--- src/hdl/ebi_page_pkg.sv ---
/*
  Constants and carrier types for the external bus, interrupt pin and page port
  register slice.
  Assumes a single APB clock domain; mode and bus-cycle status arrive as levels.
*/
package ebi_page_pkg;

  // Register offsets, eight-bit registers placed as one 32-bit word each
  localparam int unsigned REG_IDX_BUS_CTRL  = 32'h0000_000E;
  localparam int unsigned REG_IDX_RESERVED  = 32'h0000_000F;
  localparam int unsigned REG_IDX_IRQ_CTRL  = 32'h0000_001E;
  localparam int unsigned REG_IDX_PAGE_DATA = 32'h0000_0032;
  localparam int unsigned REG_IDX_PAGE_DIR  = 32'h0000_0033;
  localparam int unsigned ADDR_W            = 12;

  // Field positions
  localparam int unsigned BIT_STRETCH_EN    = 0;
  localparam int unsigned BIT_IRQ_EDGE      = 7;
  localparam int unsigned BIT_IRQ_CONNECT   = 6;
  localparam int unsigned BIT_PAGE_CS_EMU   = 7;
  localparam int unsigned BIT_PAGE_CS_EXT   = 6;

  // Values after reset
  localparam logic       STRETCH_EN_RST     = 1'h1;
  localparam logic       IRQ_EDGE_RST       = 1'h0;
  localparam logic       IRQ_CONNECT_RST    = 1'h1;
  localparam logic [7:0] PAGE_DATA_RST      = 8'h00;
  localparam logic [7:0] PAGE_DIR_RST       = 8'h00;

  // Chip-select release after the bus clock falls: two pclk cycles, half a bus clock cycle
  localparam int unsigned CS_RELEASE_NS     = 25;
  localparam int unsigned CLK_PERIOD_NS     = 10;
  localparam int unsigned CS_RELEASE_CYC    = (CS_RELEASE_NS / CLK_PERIOD_NS < 1) ? 1 :
                                              CS_RELEASE_NS / CLK_PERIOD_NS;

  typedef enum logic [2:0] {
    MODE_SPECIAL_SINGLE = 3'h0,
    MODE_EMUL_NARROW    = 3'h1,
    MODE_SPECIAL_TEST   = 3'h2,
    MODE_EMUL_WIDE      = 3'h3,
    MODE_NORMAL_SINGLE  = 3'h4,
    MODE_NORMAL_NARROW  = 3'h5,
    MODE_PERIPHERAL     = 3'h6,
    MODE_NORMAL_WIDE    = 3'h7
  } op_mode_type;

  // Bus cycle status from the core
  typedef struct packed {
    logic       ext_access;
    logic       emu_select;
    logic       stretched;
    logic       visible;
    logic [5:0] page;
  } bus_cycle_type;

  // Page port pin group
  typedef struct packed {
    logic [7:0] dout;
    logic [7:0] oe_n;
    logic [7:0] pull_up;
  } page_pins_type;

  typedef struct packed {
    logic       stretch_en;
    logic       stretch_locked;
    logic       irq_edge;
    logic       irq_edge_locked;
    logic       irq_connect;
    logic       irq_pin_d;
    logic       irq_latch;
    logic [7:0] page_data;
    logic [7:0] page_dir;
    logic       bus_clk;
    logic [1:0] phase;
    logic [3:0] cs_release;
    logic [31:0] prdata;
  } state_type;

endpackage : ebi_page_pkg

--- src/hdl/ebi_page_regs.sv ---
/*
  External bus control, interrupt pin control and page port registers, with
  the bus phase clock generator and page port pin control.
  Assumes an APB master on pclk, mode and bus-cycle status from the core, and
  an external pad ring that resolves the page port pins from oe_n.
*/
// Register access over APB was decided locally.
// Operation
// - Stretch enable is write-once in normal/emulation modes, free in special modes.
// - Stretch enable clear keeps the bus phase clock free running.
// - Stretch enable set: clock high over stretched external cycles, low internal; the code lets visible internal cycles run free.
// - Single-chip modes ignore the stretch enable for the bus phase clock.
// - Expanded and peripheral modes unmap the bus control register.
// - Reserved location reads zero and ignores writes.
// - Edge select always readable; write-once except in special modes.
// - Edge select 0 means low level; 1 means falling edges only.
// - Falling edges latched in edge mode; cleared by reset or servicing.
// - Pin connect bit free to access; 0 disconnects the interrupt pin.
// - Pin connect clear disables the edge latch.
// - General I/O pin drives when direction bit is 1, else input.
// - Data read gives pin for inputs, latch for outputs.
// - Expanded/peripheral with page emulation unmaps page data and direction.
// - Input pins pulled up when the page pull enable is set.
// - Emulation: bit 7 is emulation chip select with quarter-cycle release; the code releases for half a bus clock cycle.
// - Emulation: bit 6 is external chip select with same release.
// - Emulation: bits 5:0 drive the upper six page address lines.
// - Page registers mapped without emulation; always in single chip, never peripheral.
// - Reset sets stretch enable in user modes.
`timescale 1ns/1ps

module ebi_page_regs
  import ebi_page_pkg::*;
#(
  parameter int unsigned BASE_ADDR = 0
) (
  // APB clock and reset
  input  wire logic                        pclk,
  input  wire logic                        presetn,
  // APB slave
  input  wire logic                        psel,
  input  wire logic                        penable,
  input  wire logic                        pwrite,
  input  wire logic [ADDR_W-1:0]           paddr,
  input  wire logic [31:0]                 pwdata,
  input  wire logic [3:0]                  pstrb,
  output logic      [31:0]                 prdata,
  output logic                             pready,
  output logic                             pslverr,
  // Mode and configuration from the core
  input  wire ebi_page_pkg::op_mode_type   op_mode,
  input  wire logic                        page_port_emulate,
  input  wire logic                        page_port_pull_en,
  // Bus cycle status
  input  wire ebi_page_pkg::bus_cycle_type bus_cycle,
  output logic                             ext_echo,
  output logic                             bus_phase_clock,
  // Interrupt pin and service
  input  wire logic                        irq_pin_n,
  input  wire logic                        irq_serviced,
  output logic                             irq_request,
  // Page port pins
  input  wire logic [7:0]                  page_pin_in,
  output ebi_page_pkg::page_pins_type      page_pins
);
  import ebi_page_pkg::*;

  state_type s_r;
  state_type s_nxt;

  logic special_mode;
  logic single_chip;
  logic expanded;
  logic ctrl_mapped;
  logic page_mapped;
  logic emu_active;
  logic wr_strobe;
  logic rd_strobe;
  logic [ADDR_W-1:0] offset;
  logic [7:0] wbyte;
  logic [7:0] page_read;
  logic fall_edge;
  logic cs_hold;

  function automatic logic hit(input logic [ADDR_W-1:0] off, input int unsigned idx);
    hit = (off[ADDR_W-1:2] == (ADDR_W-2)'(idx)) ? 1'b1 : 1'b0;
  endfunction : hit

  //////////////////////////////////////////////////////////////////////////////
  // Mode decode and mapping

  always_comb begin
    special_mode = (op_mode == MODE_SPECIAL_SINGLE) || (op_mode == MODE_SPECIAL_TEST) ||
                   (op_mode == MODE_PERIPHERAL);
    single_chip  = (op_mode == MODE_SPECIAL_SINGLE) || (op_mode == MODE_NORMAL_SINGLE);
    expanded     = !single_chip && (op_mode != MODE_PERIPHERAL);
    ctrl_mapped  = single_chip;
    page_mapped  = single_chip || (expanded && !page_port_emulate);
    emu_active   = expanded && page_port_emulate;
  end

  assign offset    = ADDR_W'(paddr - ADDR_W'(BASE_ADDR));
  assign wr_strobe = psel && penable && pwrite && pstrb[0];
  assign rd_strobe = psel && !pwrite;
  assign pready    = 1'b1;
  assign pslverr   = 1'b0;
  assign prdata    = s_r.prdata;

  always_comb begin
    ext_echo = 1'b0;
    if (psel) begin
      if ((hit(offset, REG_IDX_BUS_CTRL) || hit(offset, REG_IDX_RESERVED)) && !ctrl_mapped) begin
        ext_echo = 1'b1;
      end
      if ((hit(offset, REG_IDX_PAGE_DATA) || hit(offset, REG_IDX_PAGE_DIR)) && !page_mapped) begin
        ext_echo = 1'b1;
      end
    end
  end

  assign page_read = (s_r.page_dir & s_r.page_data) | (~s_r.page_dir & page_pin_in);
  assign wbyte     = pwdata[7:0];
  assign fall_edge = s_r.irq_pin_d && !irq_pin_n;
  assign cs_hold   = bus_cycle.stretched && !s_r.stretch_en;

  //////////////////////////////////////////////////////////////////////////////
  // Next state

  always_comb begin
    s_nxt = s_r;
    s_nxt.irq_pin_d = irq_pin_n;

    if (wr_strobe && hit(offset, REG_IDX_BUS_CTRL) && ctrl_mapped) begin
      if (special_mode || !s_r.stretch_locked) begin
        s_nxt.stretch_en = wbyte[BIT_STRETCH_EN];
      end
      s_nxt.stretch_locked = 1'b1;
    end
    if (wr_strobe && hit(offset, REG_IDX_IRQ_CTRL)) begin
      if (special_mode || !s_r.irq_edge_locked) begin
        s_nxt.irq_edge = wbyte[BIT_IRQ_EDGE];
      end
      s_nxt.irq_edge_locked = 1'b1;
      s_nxt.irq_connect = wbyte[BIT_IRQ_CONNECT];
    end
    if (wr_strobe && hit(offset, REG_IDX_PAGE_DATA) && page_mapped) begin
      s_nxt.page_data = wbyte;
    end
    if (wr_strobe && hit(offset, REG_IDX_PAGE_DIR) && page_mapped) begin
      s_nxt.page_dir = wbyte;
    end

    // edge latch, set wins over service
    if (!s_nxt.irq_connect || !s_nxt.irq_edge) begin
      s_nxt.irq_latch = 1'b0;
    end else if (fall_edge) begin
      s_nxt.irq_latch = 1'b1;
    end else if (irq_serviced) begin
      s_nxt.irq_latch = 1'b0;
    end

    // Bus phase clock: four pclk phases, high in the second half
    s_nxt.phase = s_r.phase + 2'h1;
    s_nxt.bus_clk = s_r.phase[1];
    if (s_r.stretch_en && !single_chip) begin
      if (bus_cycle.ext_access && bus_cycle.stretched && s_r.bus_clk) begin
        s_nxt.phase   = s_r.phase;
        s_nxt.bus_clk = 1'b1;
      end else if (!bus_cycle.ext_access && !bus_cycle.visible) begin
        s_nxt.bus_clk = 1'b0;
      end
    end

    // release window after the falling edge
    if (s_r.bus_clk && !s_nxt.bus_clk && !cs_hold) begin
      s_nxt.cs_release = 4'(CS_RELEASE_CYC);
    end else if (s_r.cs_release != 4'h0) begin
      s_nxt.cs_release = s_r.cs_release - 4'h1;
    end

    s_nxt.prdata = 32'h0000_0000;
    if (rd_strobe && !penable) begin
      if (hit(offset, REG_IDX_BUS_CTRL) && ctrl_mapped) begin
        s_nxt.prdata[BIT_STRETCH_EN] = s_r.stretch_en;
      end else if (hit(offset, REG_IDX_IRQ_CTRL)) begin
        s_nxt.prdata[BIT_IRQ_EDGE]    = s_r.irq_edge;
        s_nxt.prdata[BIT_IRQ_CONNECT] = s_r.irq_connect;
      end else if (hit(offset, REG_IDX_PAGE_DATA) && page_mapped) begin
        s_nxt.prdata[7:0] = page_read;
      end else if (hit(offset, REG_IDX_PAGE_DIR) && page_mapped) begin
        s_nxt.prdata[7:0] = s_r.page_dir;
      end
    end
  end

  //////////////////////////////////////////////////////////////////////////////
  // State register

  always_ff @(posedge pclk or negedge presetn) begin
    if (!presetn) begin
      s_r <= '0;
      s_r.stretch_en  <= STRETCH_EN_RST;
      s_r.irq_edge    <= IRQ_EDGE_RST;
      s_r.irq_connect <= IRQ_CONNECT_RST;
      s_r.irq_pin_d   <= 1'b1;
      s_r.page_data   <= PAGE_DATA_RST;
      s_r.page_dir    <= PAGE_DIR_RST;
    end else begin
      s_r <= s_nxt;
    end
  end

  //////////////////////////////////////////////////////////////////////////////
  // Outputs

  assign bus_phase_clock = s_r.bus_clk;

  assign irq_request = s_r.irq_connect && (s_r.irq_edge ? s_r.irq_latch : !irq_pin_n);

  always_comb begin
    page_pins.dout    = s_r.page_data;
    page_pins.oe_n    = ~s_r.page_dir;
    page_pins.pull_up = page_port_pull_en ? ~s_r.page_dir : 8'h00;
    if (emu_active) begin
      page_pins.oe_n    = 8'h00;
      page_pins.pull_up = 8'h00;
      page_pins.dout[BIT_PAGE_CS_EMU] = !(bus_cycle.ext_access && bus_cycle.emu_select &&
                                          s_r.cs_release == 4'h0);
      page_pins.dout[BIT_PAGE_CS_EXT] = !(bus_cycle.ext_access && !bus_cycle.emu_select &&
                                          s_r.cs_release == 4'h0);
      page_pins.dout[5:0] = bus_cycle.page;
    end
  end

endmodule : ebi_page_regs

--- config.mk ---
export PLATFORM = sky130hd
export DESIGN_NAME = ebi_page_regs
export DESIGN_NICKNAME = d
export VERILOG_FILES = /design/src/hdl/ebi_page_pkg.sv /design/src/hdl/ebi_page_regs.sv
export SDC_FILE = /design/constraint.sdc
export NUM_CORES = 1
export LEC_CHECK = 0
export ABC_AREA = 1
export BUFFER_PORTS_ARGS = -buffer_cell sky130_fd_sc_hd__buf_2
export CORE_UTILIZATION = 30
export DETAILED_ROUTE_END_ITERATION = 16
export HOLD_SLACK_MARGIN = 0.15
export SYNTH_ARGS = -nofsm -noshare
export SYNTH_HDL_FRONTEND = slang
export SYNTH_SLANG_ARGS = --single-unit
--- constraint.sdc ---
create_clock -name pclk -period 1.87 [get_ports pclk]
set_input_delay 0.187 -clock pclk [delete_from_list [all_inputs] [get_ports pclk]]
set_output_delay 0.187 -clock pclk [all_outputs]
set_load 0.02 [all_outputs]
======== Word level (Yosys, flattened, before mapping) ========
Index checks and enable logic that the tools add are counted.
cells by class
  bitwise logic cells ..................... 4
  equality and inequality tests ........... 10
  muxes and demuxes ....................... 29
  add/subtract/negate cells ............... 2
  reductions and logical operators ........ 66
operators with widths
  cell                                               count
  logical AND 1 bit                                  33
  2-to-1 mux 8 bit                                   4
  2-to-1 mux 24 bit                                  1
  == test 10 x 4 -> 1 bit (second input constant)    2
  == test 10 x 6 -> 1 bit (second input constant)    2
  zero test 1 bit                                    18
  AND 8 bit                                          2
  2-to-1 mux 1 bit                                   16
  == test 10 x 5 -> 1 bit (second input constant)    1
  logical OR 1 bit                                   9
  2-to-1 mux 4 bit                                   2
  inverter 8 bit                                     1
  bitwise OR 8 bit                                   1
  2-to-1 mux 7 bit                                   1
  == test 3 bit (second input constant)              2
  2-to-1 mux 3 bit                                   2
  2-to-1 mux 6 bit                                   1
  zero test 4 bit                                    1
  2-to-1 mux 2 bit                                   2
  nonzero test 4 bit                                 1
  subtractor 4 x 1 -> 4 bit (second input constant)  1
  == test 3 x 2 -> 1 bit (second input constant)     1
  zero test 3 bit                                    1
  inequality test 3 bit (second input constant)      1
  5 further kinds                                    5
word-level totals
  output and inout bits ................... 61
  logic and storage cells ................. 124
  bits of input ports ..................... 78
  bits in registers ....................... 38

======== Depth between registers and ports, before layout ========
Gate-level depths: netlist (run 1).
  depth after elaboration ................. 12
  depth in mapped cells ................... 11
  depth with buffers taken out ............ 11

======== Worst setup path after synthesis (run 1) ========
OpenSTA, ideal clock, no wires.
  path type ............................... input to output
  start ................................... in op_mode[2]
  end ..................................... out page_pins[4] in the netlist's numbering
  path slack .............................. 0.432 ns
  arrival ................................. 1.251 ns
  stages on the path ...................... 7
  cells stage by stage .................... inv_1 -> nand2_1 -> nand2_1 -> nand2_1 -> inv_1 -> buf_2 -> nor3_1
RTL lines
  what                line                 source
  start: declaration  ebi_page_regs.sv:50  input wire ebi_page_pkg::op_mode_type op_mode,
  end: declaration    ebi_page_regs.sv:63  output ebi_page_pkg::page_pins_type page_pins

==> impl_metrics.toml, run 1 <==
[timing]
maxSlewHeadroom_pct = 62.5
rsz0062_at_grt = "false"
hold_viol_final = 0
skew_ps = 6.58
tns_ps = 0
fin_crit_ps = 1700
setup_viol = 0
slew_viol_final = 0
timing.final.crit_share_pct = 91.0
fmaxAchievable_mhz = 588
tightest_slew_ps = 562

[clock_tree]
clk_latency_ps = 280
post_cts_buffers = 0
clock-sinks = 38
path_clk_slew_ps = 70
clockBufferDepth = 2
cts_tree = "done"
htree_levels = 2
root_buffer = "clkbuf_8"
numCtsBuffers = 5

[drt]
dr.pass1.iters = 4
drcViolationCount = 0
drt_iter0_drc = 60
ant_nets = 0
drt-total-wl_um = 5790
drt-wirelength-per-cell_um = 11.4
vias = 2173
vias_per_cell = 4.27

[yosys]
synth_seq_area_share_pct = 37.6
synth_top_family_by_area = "simple AND/OR/NAND/NOR gates"
synth_xor_area_share_pct = 1.72
synth-compound-area-share_pct = 9.95
synth_cells = 320
ys_seq_elements = 38
synth.area.mux_share_pct = 2.22
synth_fa_ha_area_share_pct = 0.985
yosysUniqueCellTypes = 31
yosysWarnings = 0
mappedNetlistArea_um2 = 2540
syn_area_per_cell_um2 = 7.94
yosys.area_share.simple_pct = 30.0

[placement]
post-dp-hpwl_um = 4660
numPortBuffers = 83
gp_congestion = 0.788

[grt]
grt_pass1_wl_um = 9320
antenna_found_initial = 0
grtUsageTotal_pct = 13.8
grt-ovfl-total = 0
grt_pass1_vias = 2011
grt_max_degree = 27

[power]
p_seq_share_pct = 42.5
irDropWorstVdd_mv = 0.392
power.net_switching_uw = 696
pwr-share-comb_pct = 26.4
p_int_mw = 1.55
pwr-share-clk_pct = 31.1
swShare_pct = 31.0
p_per_area_nw_per_um2 = 731
p_total_mw = 2.25
leakage_nw = 1.75

[floorplanning]
io_pins = 139
fp.dieW_um = 94.0
start_util_pct = 30.9
die_area_um2 = 8840
die_h_um = 94.0
fp.coreArea_um2 = 8220
num_rows = 33

[finish]
nets = 484
syn2layout_area_growth_pct = 20.9
antenna_cells = 0
fill_cells = 879
drive_above_1_share_pct = 35.9

[flow_run]
maxCapViolCount = 0

[critical_path]
worstSetupPathType = "flop to output pin"
cp_data_required_time_ps = 1680
critPathMaxFanout = 6
critPathArrivalTime_ps = 1510
ff2ff_setup_slack_ps = 500
worst_setup_path_end_kind = "output pin"
start_kind = "flop"

[outcome]
outcome = "finished, final reports clean"

[worst_hold_path]
min_path_type = "primary input to flop"
## cells in the mapped netlist
library cell,instances,share of area [%]
a21oi_1,10,2.0
a32oi_1,2,0.69
buf_2,2,0.39
buf_4,34,10
buf_6,2,0.89
clkinv_1,1,0.15
conb_1,2,0.30
dfrtp_1,35,34
dfstp_2,3,3.1
ha_1,2,0.98
inv_1,37,5.5
inv_2,2,0.30
mux2_2,5,2.2
nand2_1,68,10
nand2_2,7,1.7
nand2_4,4,1.8
nand3_1,14,2.8
nand3_2,1,0.39
nand3b_1,2,0.59
nand4_1,8,2.0
nor2_1,28,4.1
nor2_2,3,0.74
nor2_4,4,1.8
nor2_8,2,1.6
nor3_1,9,1.8
nor3b_1,1,0.30
o21ai_0,9,1.8
o21ai_2,16,5.5
or2_2,2,0.49
xnor2_1,2,0.69
xor2_1,3,1.0
## worst max-delay path, cell delays in order (launching register included)
cell and delay, ps:
dfrtp_1 380, inv_1 80, ha_1 200, nand2_2 120, nor2_1 80, a32oi_1 180, buf_2 190
## flip-flops by register name, summed over array words and instances (netlist names)
register	count
bus_phase_clock	1
prdata	8
s_r	29
## layer usage
layer | track usage [%] | wire, um
met1 | 17.6 | 2620
met2 | 23.8 | 2730
met3 | 3.24 | 425
met4 | 2.69 | 17
met5 | 0 | 0
## cell families (layout without fill, tap and decap cells)
family                     Yosys count  in the layout
and+or+nand+nor                    153            153
buffers and inverters               78            138
DFF                                 38             38
AOI/OAI and AO/OA                   37             37
xor gates and xnor gates             5              5
muxes                                5              5
adders and majority gates            2              2
other                                2             26
## per-stage QoR
stage               instance area (um^2)  util [%]  cells  setup WS [ps]  hold slack (ps)
floorplan                           2630         -    344            432             -109
global placement                    2930      35.6    499            350              212
detailed placement                  2930      35.6    499            329              210
CTS                                 3070      37.4    509           88.1              167
global route                        3070      37.4    509           37.0              184
finish                              3070      37.4    509            169              176
## repair_timing
action | CTS | global route
endpoints found under the setup margin | 0 | 2
gates resized for setup | 0 | 1
hold endpoints to repair | 23 | 0
hold buffers | 3 | 0
## area by class of cell
cell class              count  area [um^2]  share of cell area (%)
multi-input cells         228         1240                    40.4
flip-flops and latches     38          955                    31.1
repair buffers             91          483                    15.7
inverters                  40          150                    4.89
well taps                 105          131                    4.28
clock buffers               6         82.6                    2.69
clock inverters             1         30.0                   0.977
## cell usage in the layout, fill, tap and decap left out, drive strengths merged, types with 5 or more instances in the layout
cell / instances
dfrtp: 35
nor2: 37
nor3: 9
nand2: 79
inv: 39
conb: 26
nand3: 15
clkbuf: 6
a21oi: 10
mux2: 5
nand4: 8
o21ai: 25
buf: 88
## power by group through the flow
stage                     Combinational, mW  Sequential, mW  Clock [mW]
final                                 0.593           0.954       0.700
after floorplan                       0.434           0.970           0
after global routing                  0.688           0.962       0.751
after CTS                             0.591           0.954       0.720
after detailed placement              0.584           0.968           0
after global placement                0.568           0.967           0
## worst paths after layout
path	from	cells past startpoint	to
worst max-delay path	s_r[32]	6	page_pins[23]
max in group asynchronous	presetn	3	s_r[50]
worst max register to register	s_r[61]	7	s_r[35]
worst min register to register	s_r[36]	1	s_r[36]
worst min-delay path	pwdata[2]	3	s_r[49]
min in group asynchronous	presetn	2	s_r[45]
No activity file was read; power rests on OpenSTA's default activity.
==> inputs of run 2 (changes only) <==
- CELL_PAD_IN_SITES_DETAIL_PLACEMENT: default -> 0
- CELL_PAD_IN_SITES_GLOBAL_PLACEMENT: default -> 1
- PLACE_DENSITY_LB_ADDON: default -> 0.1
==> impl_metrics.toml, run 2 (synthesis results as in run 1) <==
[power]
p_int_mw = 1.42
p_seq_share_pct = 44.7
swShare_pct = 33.3
pwr-share-clk_pct = 27.8
p_per_area_nw_per_um2 = 697
power.net_switching_uw = 710
pwr-share-comb_pct = 27.5
leakage_nw = 1.74
irDropWorstVdd_mv = 0.381

[critical_path]
r2r_cells = 7
critPathMaxFanout = 6
start_kind = "flop"
critPathArrivalTime_ps = 1510
worst_setup_path_end_kind = "output pin"
crit_chain = "inv_1, ha_1, nand2_2, nor2_1, a32oi_1, buf_2"
worstSetupPathType = "flop to output pin"
slowest_delay_ps = 380
critPathSlowestCell = "dfrtp_1"
cp_data_required_time_ps = 1680
cp-startpoint = "s_r[32]"
ff2ff_setup_slack_ps = 520
reg2reg_from = "s_r[61]"
r2r_end = "s_r[35]"

[grt]
met3_usage_pct = 2.75
grt_max_degree = 23
grt_pass1_wl_um = 9850
grt_use_met2_pct = 23.1
grt_most_used_layer = "met2"
grt_pass1_vias = 1929
grtUsageTotal_pct = 14.9
met1_usage_pct = 21.1
antenna_found_initial = 0
grt-ovfl-total = 0

[finish]
nets = 482
syn2layout_area_growth_pct = 20.1
largest_register_ffs = 29
antenna_cells = 0
largest-register = "s_r"
drive_above_1_share_pct = 35.7
fill_cells = 925
layout_common_cells = "buf_2 (83), nand2_1 (67), inv_1 (37)"
layout_commonest_cell = "buf_2"

[floorplanning]
start_util_pct = 30.9
io_pins = 139
die_area_um2 = 8840
die_h_um = 94.0
fp.coreArea_um2 = 8220
num_rows = 33
fp.dieW_um = 94.0

[timing]
skew_ps = 8.54
fmaxAchievable_mhz = 590
setup_viol = 0
rsz0062_at_grt = "false"
timing.final.crit_share_pct = 90.7
hold_viol_final = 0
tns_ps = 0
fin_crit_ps = 1700
slew_viol_final = 0
holdWs_ps = 160

[drt]
dr.pass1.iters = 4
drt-total-wl_um = 6230
vias_per_cell = 4.19
drcViolationCount = 0
ant_nets = 0
drt_iter0_drc = 61
vias = 2128
drt-wirelength-per-cell_um = 12.3

[clock_tree]
root_buffer = "clkbuf_8"
clock-sinks = 38
clockBufferDepth = 2
numCtsBuffers = 5
clk_latency_ps = 290
cts_tree = "done"
htree_levels = 2
post_cts_buffers = 0
path_clk_slew_ps = 80

[placement]
numPortBuffers = 83
gp_congestion = 0.747
post-dp-hpwl_um = 5000

[worst_hold_path]
min_path_type = "primary input to flop"
min_path_cells = 3
hold_start = "pwdata[0]"
hold_end = "s_r[61]"

[flow_run]
maxCapViolCount = 0

[outcome]
outcome = "finished, final reports clean"
[run 2: cell type report]
| cell class | count | area (um^2) | area share, % |
|---|---|---|---|
| multi-input combinational | 228 | 1240 | 40.7 |
| sequential | 38 | 955 | 31.3 |
| timing repair buffer | 89 | 480 | 15.7 |
| inverter | 40 | 150 | 4.92 |
| tap | 105 | 131 | 4.30 |
| clock buffer | 6 | 82.6 | 2.70 |
| clock inverter | 2 | 12.5 | 0.410 |
[run 2: routing by layer]
metal,vias to the layer above,wire length (um)
met5,-,0
met4,0,45
met3,5,262
met2,58,2840
met1,940,3090
li1,1125,-
[run 2: repair_timing]
action / in CTS / in global routing
endpoints found under the setup margin: 0 / 2
resized for setup: 0 / 1
hold buffers: 3 / 0
hold endpoints to repair: 18 / 0
[run 2: worst max path at each step]
stage,endpoint
4_1_cts,page_pins[22]
5_1_grt,page_pins[23]
3_3_place_gp,page_pins[16]
6_report,page_pins[22]
2_1_floorplan,page_pins[4]
3_5_place_dp,s_r[43]
[run 2: stage by stage]
stage	power, mW	setup WS, ps	area, um^2	instances	utilization (%)
4_1_cts	2.17	75.9	3050	508	37.1
5_1_grt	2.29	39.4	3050	508	37.2
6_report	2.13	174	3050	508	37.2
2_1_floorplan	1.40	432	2630	344	-
3_3_place_gp	1.55	361	2930	497	35.6
3_5_place_dp	1.55	343	2930	497	35.6
[run 2: power groups by stage]
| stage | registers, mW | clock network, mW | logic, mW |
|---|---|---|---|
| floorplan | 0.970 | 0 | 0.434 |
| global placement | 0.967 | 0 | 0.580 |
| detailed placement | 0.967 | 0 | 0.583 |
| CTS | 0.952 | 0.623 | 0.591 |
| global route | 0.964 | 0.657 | 0.674 |
| finish | 0.952 | 0.591 | 0.587 |
[run 2: critical path, delay by kind of cell, from the launching register on]
family | cells | cell delay, ps
DFF | 1 | 380
buffers and inverters | 2 | 260
adders and majority gates | 1 | 200
and+or+nand+nor | 2 | 200
AOI/OAI and AO/OA | 1 | 170
==> inputs of run 3 (changes only) <==
- BUFFER_PORTS_ARGS: -buffer_cell sky130_fd_sc_hd__buf_2 -> -buffer_cell sky130_fd_sc_hd__buf_4
- clock period: 1.87 -> 2.2 ns (I/O delays scaled with it)
==> impl_metrics.toml, run 3 (synthesis results as in run 1) <==
[finish]
instances_no_fill = 505
nets = 479
layout_common_cells = "buf_4 (84), nand2_1 (68), inv_1 (37)"
antenna_cells = 0
layout_commonest_cell = "buf_4"
drive_above_1_share_pct = 35.3
fill_cells = 903
syn2layout_area_growth_pct = 26.7
largest_register_ffs = 29
largest-register = "s_r"

[power]
irDropWorstVdd_mv = 0.332
leakage_nw = 1.78
p_per_area_nw_per_um2 = 577

[timing]
fmaxAchievable_mhz = 561
skew_ps = 3.36
fin_crit_ps = 1780
tns_ps = 0
setup_viol = 0
maxSlewHeadroom_pct = 58.5
rsz0062_at_grt = "false"
tightest_slew_ps = 621
timing.final.crit_share_pct = 81.0
hold_viol_final = 0
slew_viol_final = 0

[critical_path]
worstSetupPathType = "flop to output pin"
critPathSlowestCell = "dfrtp_1"
r2r_end = "s_r[35]"
start_kind = "flop"
worst_setup_path_end_kind = "output pin"
crit_buf_inv = 2
path_depth = 6
crit_chain = "inv_1, ha_1, nand2_1, nor2_1, a32oi_1, buf_4"
critPathMaxFanout = 6
crit_family = "flip-flops"
cp_data_required_time_ps = 1980
ff2ff_setup_slack_ps = 810
reg2reg_from = "s_r[61]"
slowest_delay_ps = 380
critPathArrivalTime_ps = 1560
r2r_cells = 7

[floorplanning]
fp.coreArea_um2 = 8220
die_h_um = 94.0
die_area_um2 = 8840
num_rows = 33
fp.dieW_um = 94.0
start_util_pct = 30.9
io_pins = 139

[grt]
grtUsageTotal_pct = 15.3
grt_use_met2_pct = 25.3
antenna_found_initial = 0
met3_usage_pct = 2.75
met1_usage_pct = 20.7
grt_max_degree = 39
grt_pass1_wl_um = 10200
grt_pass1_vias = 1950
grt_most_used_layer = "met2"
grt-ovfl-total = 0

[clock_tree]
cts_hold_buf = 2
numCtsBuffers = 5
cts-resized-gates = 0
post_cts_buffers = 0
cts_tree = "done"
htree_levels = 2
clockBufferDepth = 2
clk_latency_ps = 290
clock-sinks = 38
root_buffer = "clkbuf_8"
path_clk_slew_ps = 80

[drt]
ant_nets = 0
drt_iter0_drc = 57
vias = 2144
drcViolationCount = 0
drt-wirelength-per-cell_um = 12.7
dr.pass1.iters = 4
drt-total-wl_um = 6400
vias_per_cell = 4.25

[worst_hold_path]
hold_start = "pwdata[6]"
min_path_cells = 3
hold_end = "s_r[57]"
min_path_type = "primary input to flop"

[placement]
post-dp-hpwl_um = 5060
gp_congestion = 0.734
placed_cells = 495
numPortBuffers = 83

[flow_run]
maxCapViolCount = 0

[outcome]
outcome = "finished, final reports clean"
-- run 3: cell types whose count changed in the layout (fill, tap and decap cells not counted), sizes merged --
| cell | change |
|---|---|
| buf | -2 |
| dlygate4sd3 | -1 |
-- run 3: worst max-delay path by stage --
stage | startpoint | endpoint | slack (ps)
3_5_place_dp | op_mode[2] | page_pins[16] | 560
5_1_grt | s_r[32] | page_pins[23] | 240
2_1_floorplan | op_mode[2] | page_pins[4] | 700
6_report | s_r[32] | page_pins[23] | 420
3_3_place_gp | op_mode[2] | page_pins[16] | 540
4_1_cts | s_r[32] | page_pins[23] | 390
-- run 3: area by class of cell --
type | count | area, um^2 | area share [%]
timing repair buffer | 86 | 651 | 20.2
multi-input combinational | 228 | 1240 | 38.5
clock buffer | 6 | 82.6 | 2.56
tap | 105 | 131 | 4.08
inverter | 40 | 150 | 4.66
sequential | 38 | 955 | 29.6
clock inverter | 2 | 12.5 | 0.389
-- run 3: tightest hold or removal path, delay by kind of cell --
family | cells | cell delay, ps
buffers and inverters | 1 | 110
AND/OR/NAND/NOR | 2 | 110
-- run 3: stage by stage --
stage / hold slack [ps] / instance area, um^2 / setup WS [ps] / power [mW] / util (%)
finish: 168 / 3220 / 417 / 1.86 / 39.2
global route: 173 / 3220 / 239 / 1.99 / 39.2
global placement: 233 / 3110 / 544 / 1.36 / 37.8
detailed placement: 232 / 3110 / 563 / 1.36 / 37.8
CTS: 163 / 3220 / 389 / 1.89 / 39.2
floorplan: -75.6 / 2630 / 696 / 1.19 / -
-- run 3: per-layer routing --
metal  vias to the layer above  part of all wire (%)
li1                       1111                     -
met5                         -                     0
met4                         0                  0.63
met3                         4                   5.2
met1                       963                    47
met2                        66                    48
-- run 3: power by group --
group	switching [mW]	internal [mW]
Clock	0.260	0.252
Sequential	0.0465	0.764
Combinational	0.308	0.227
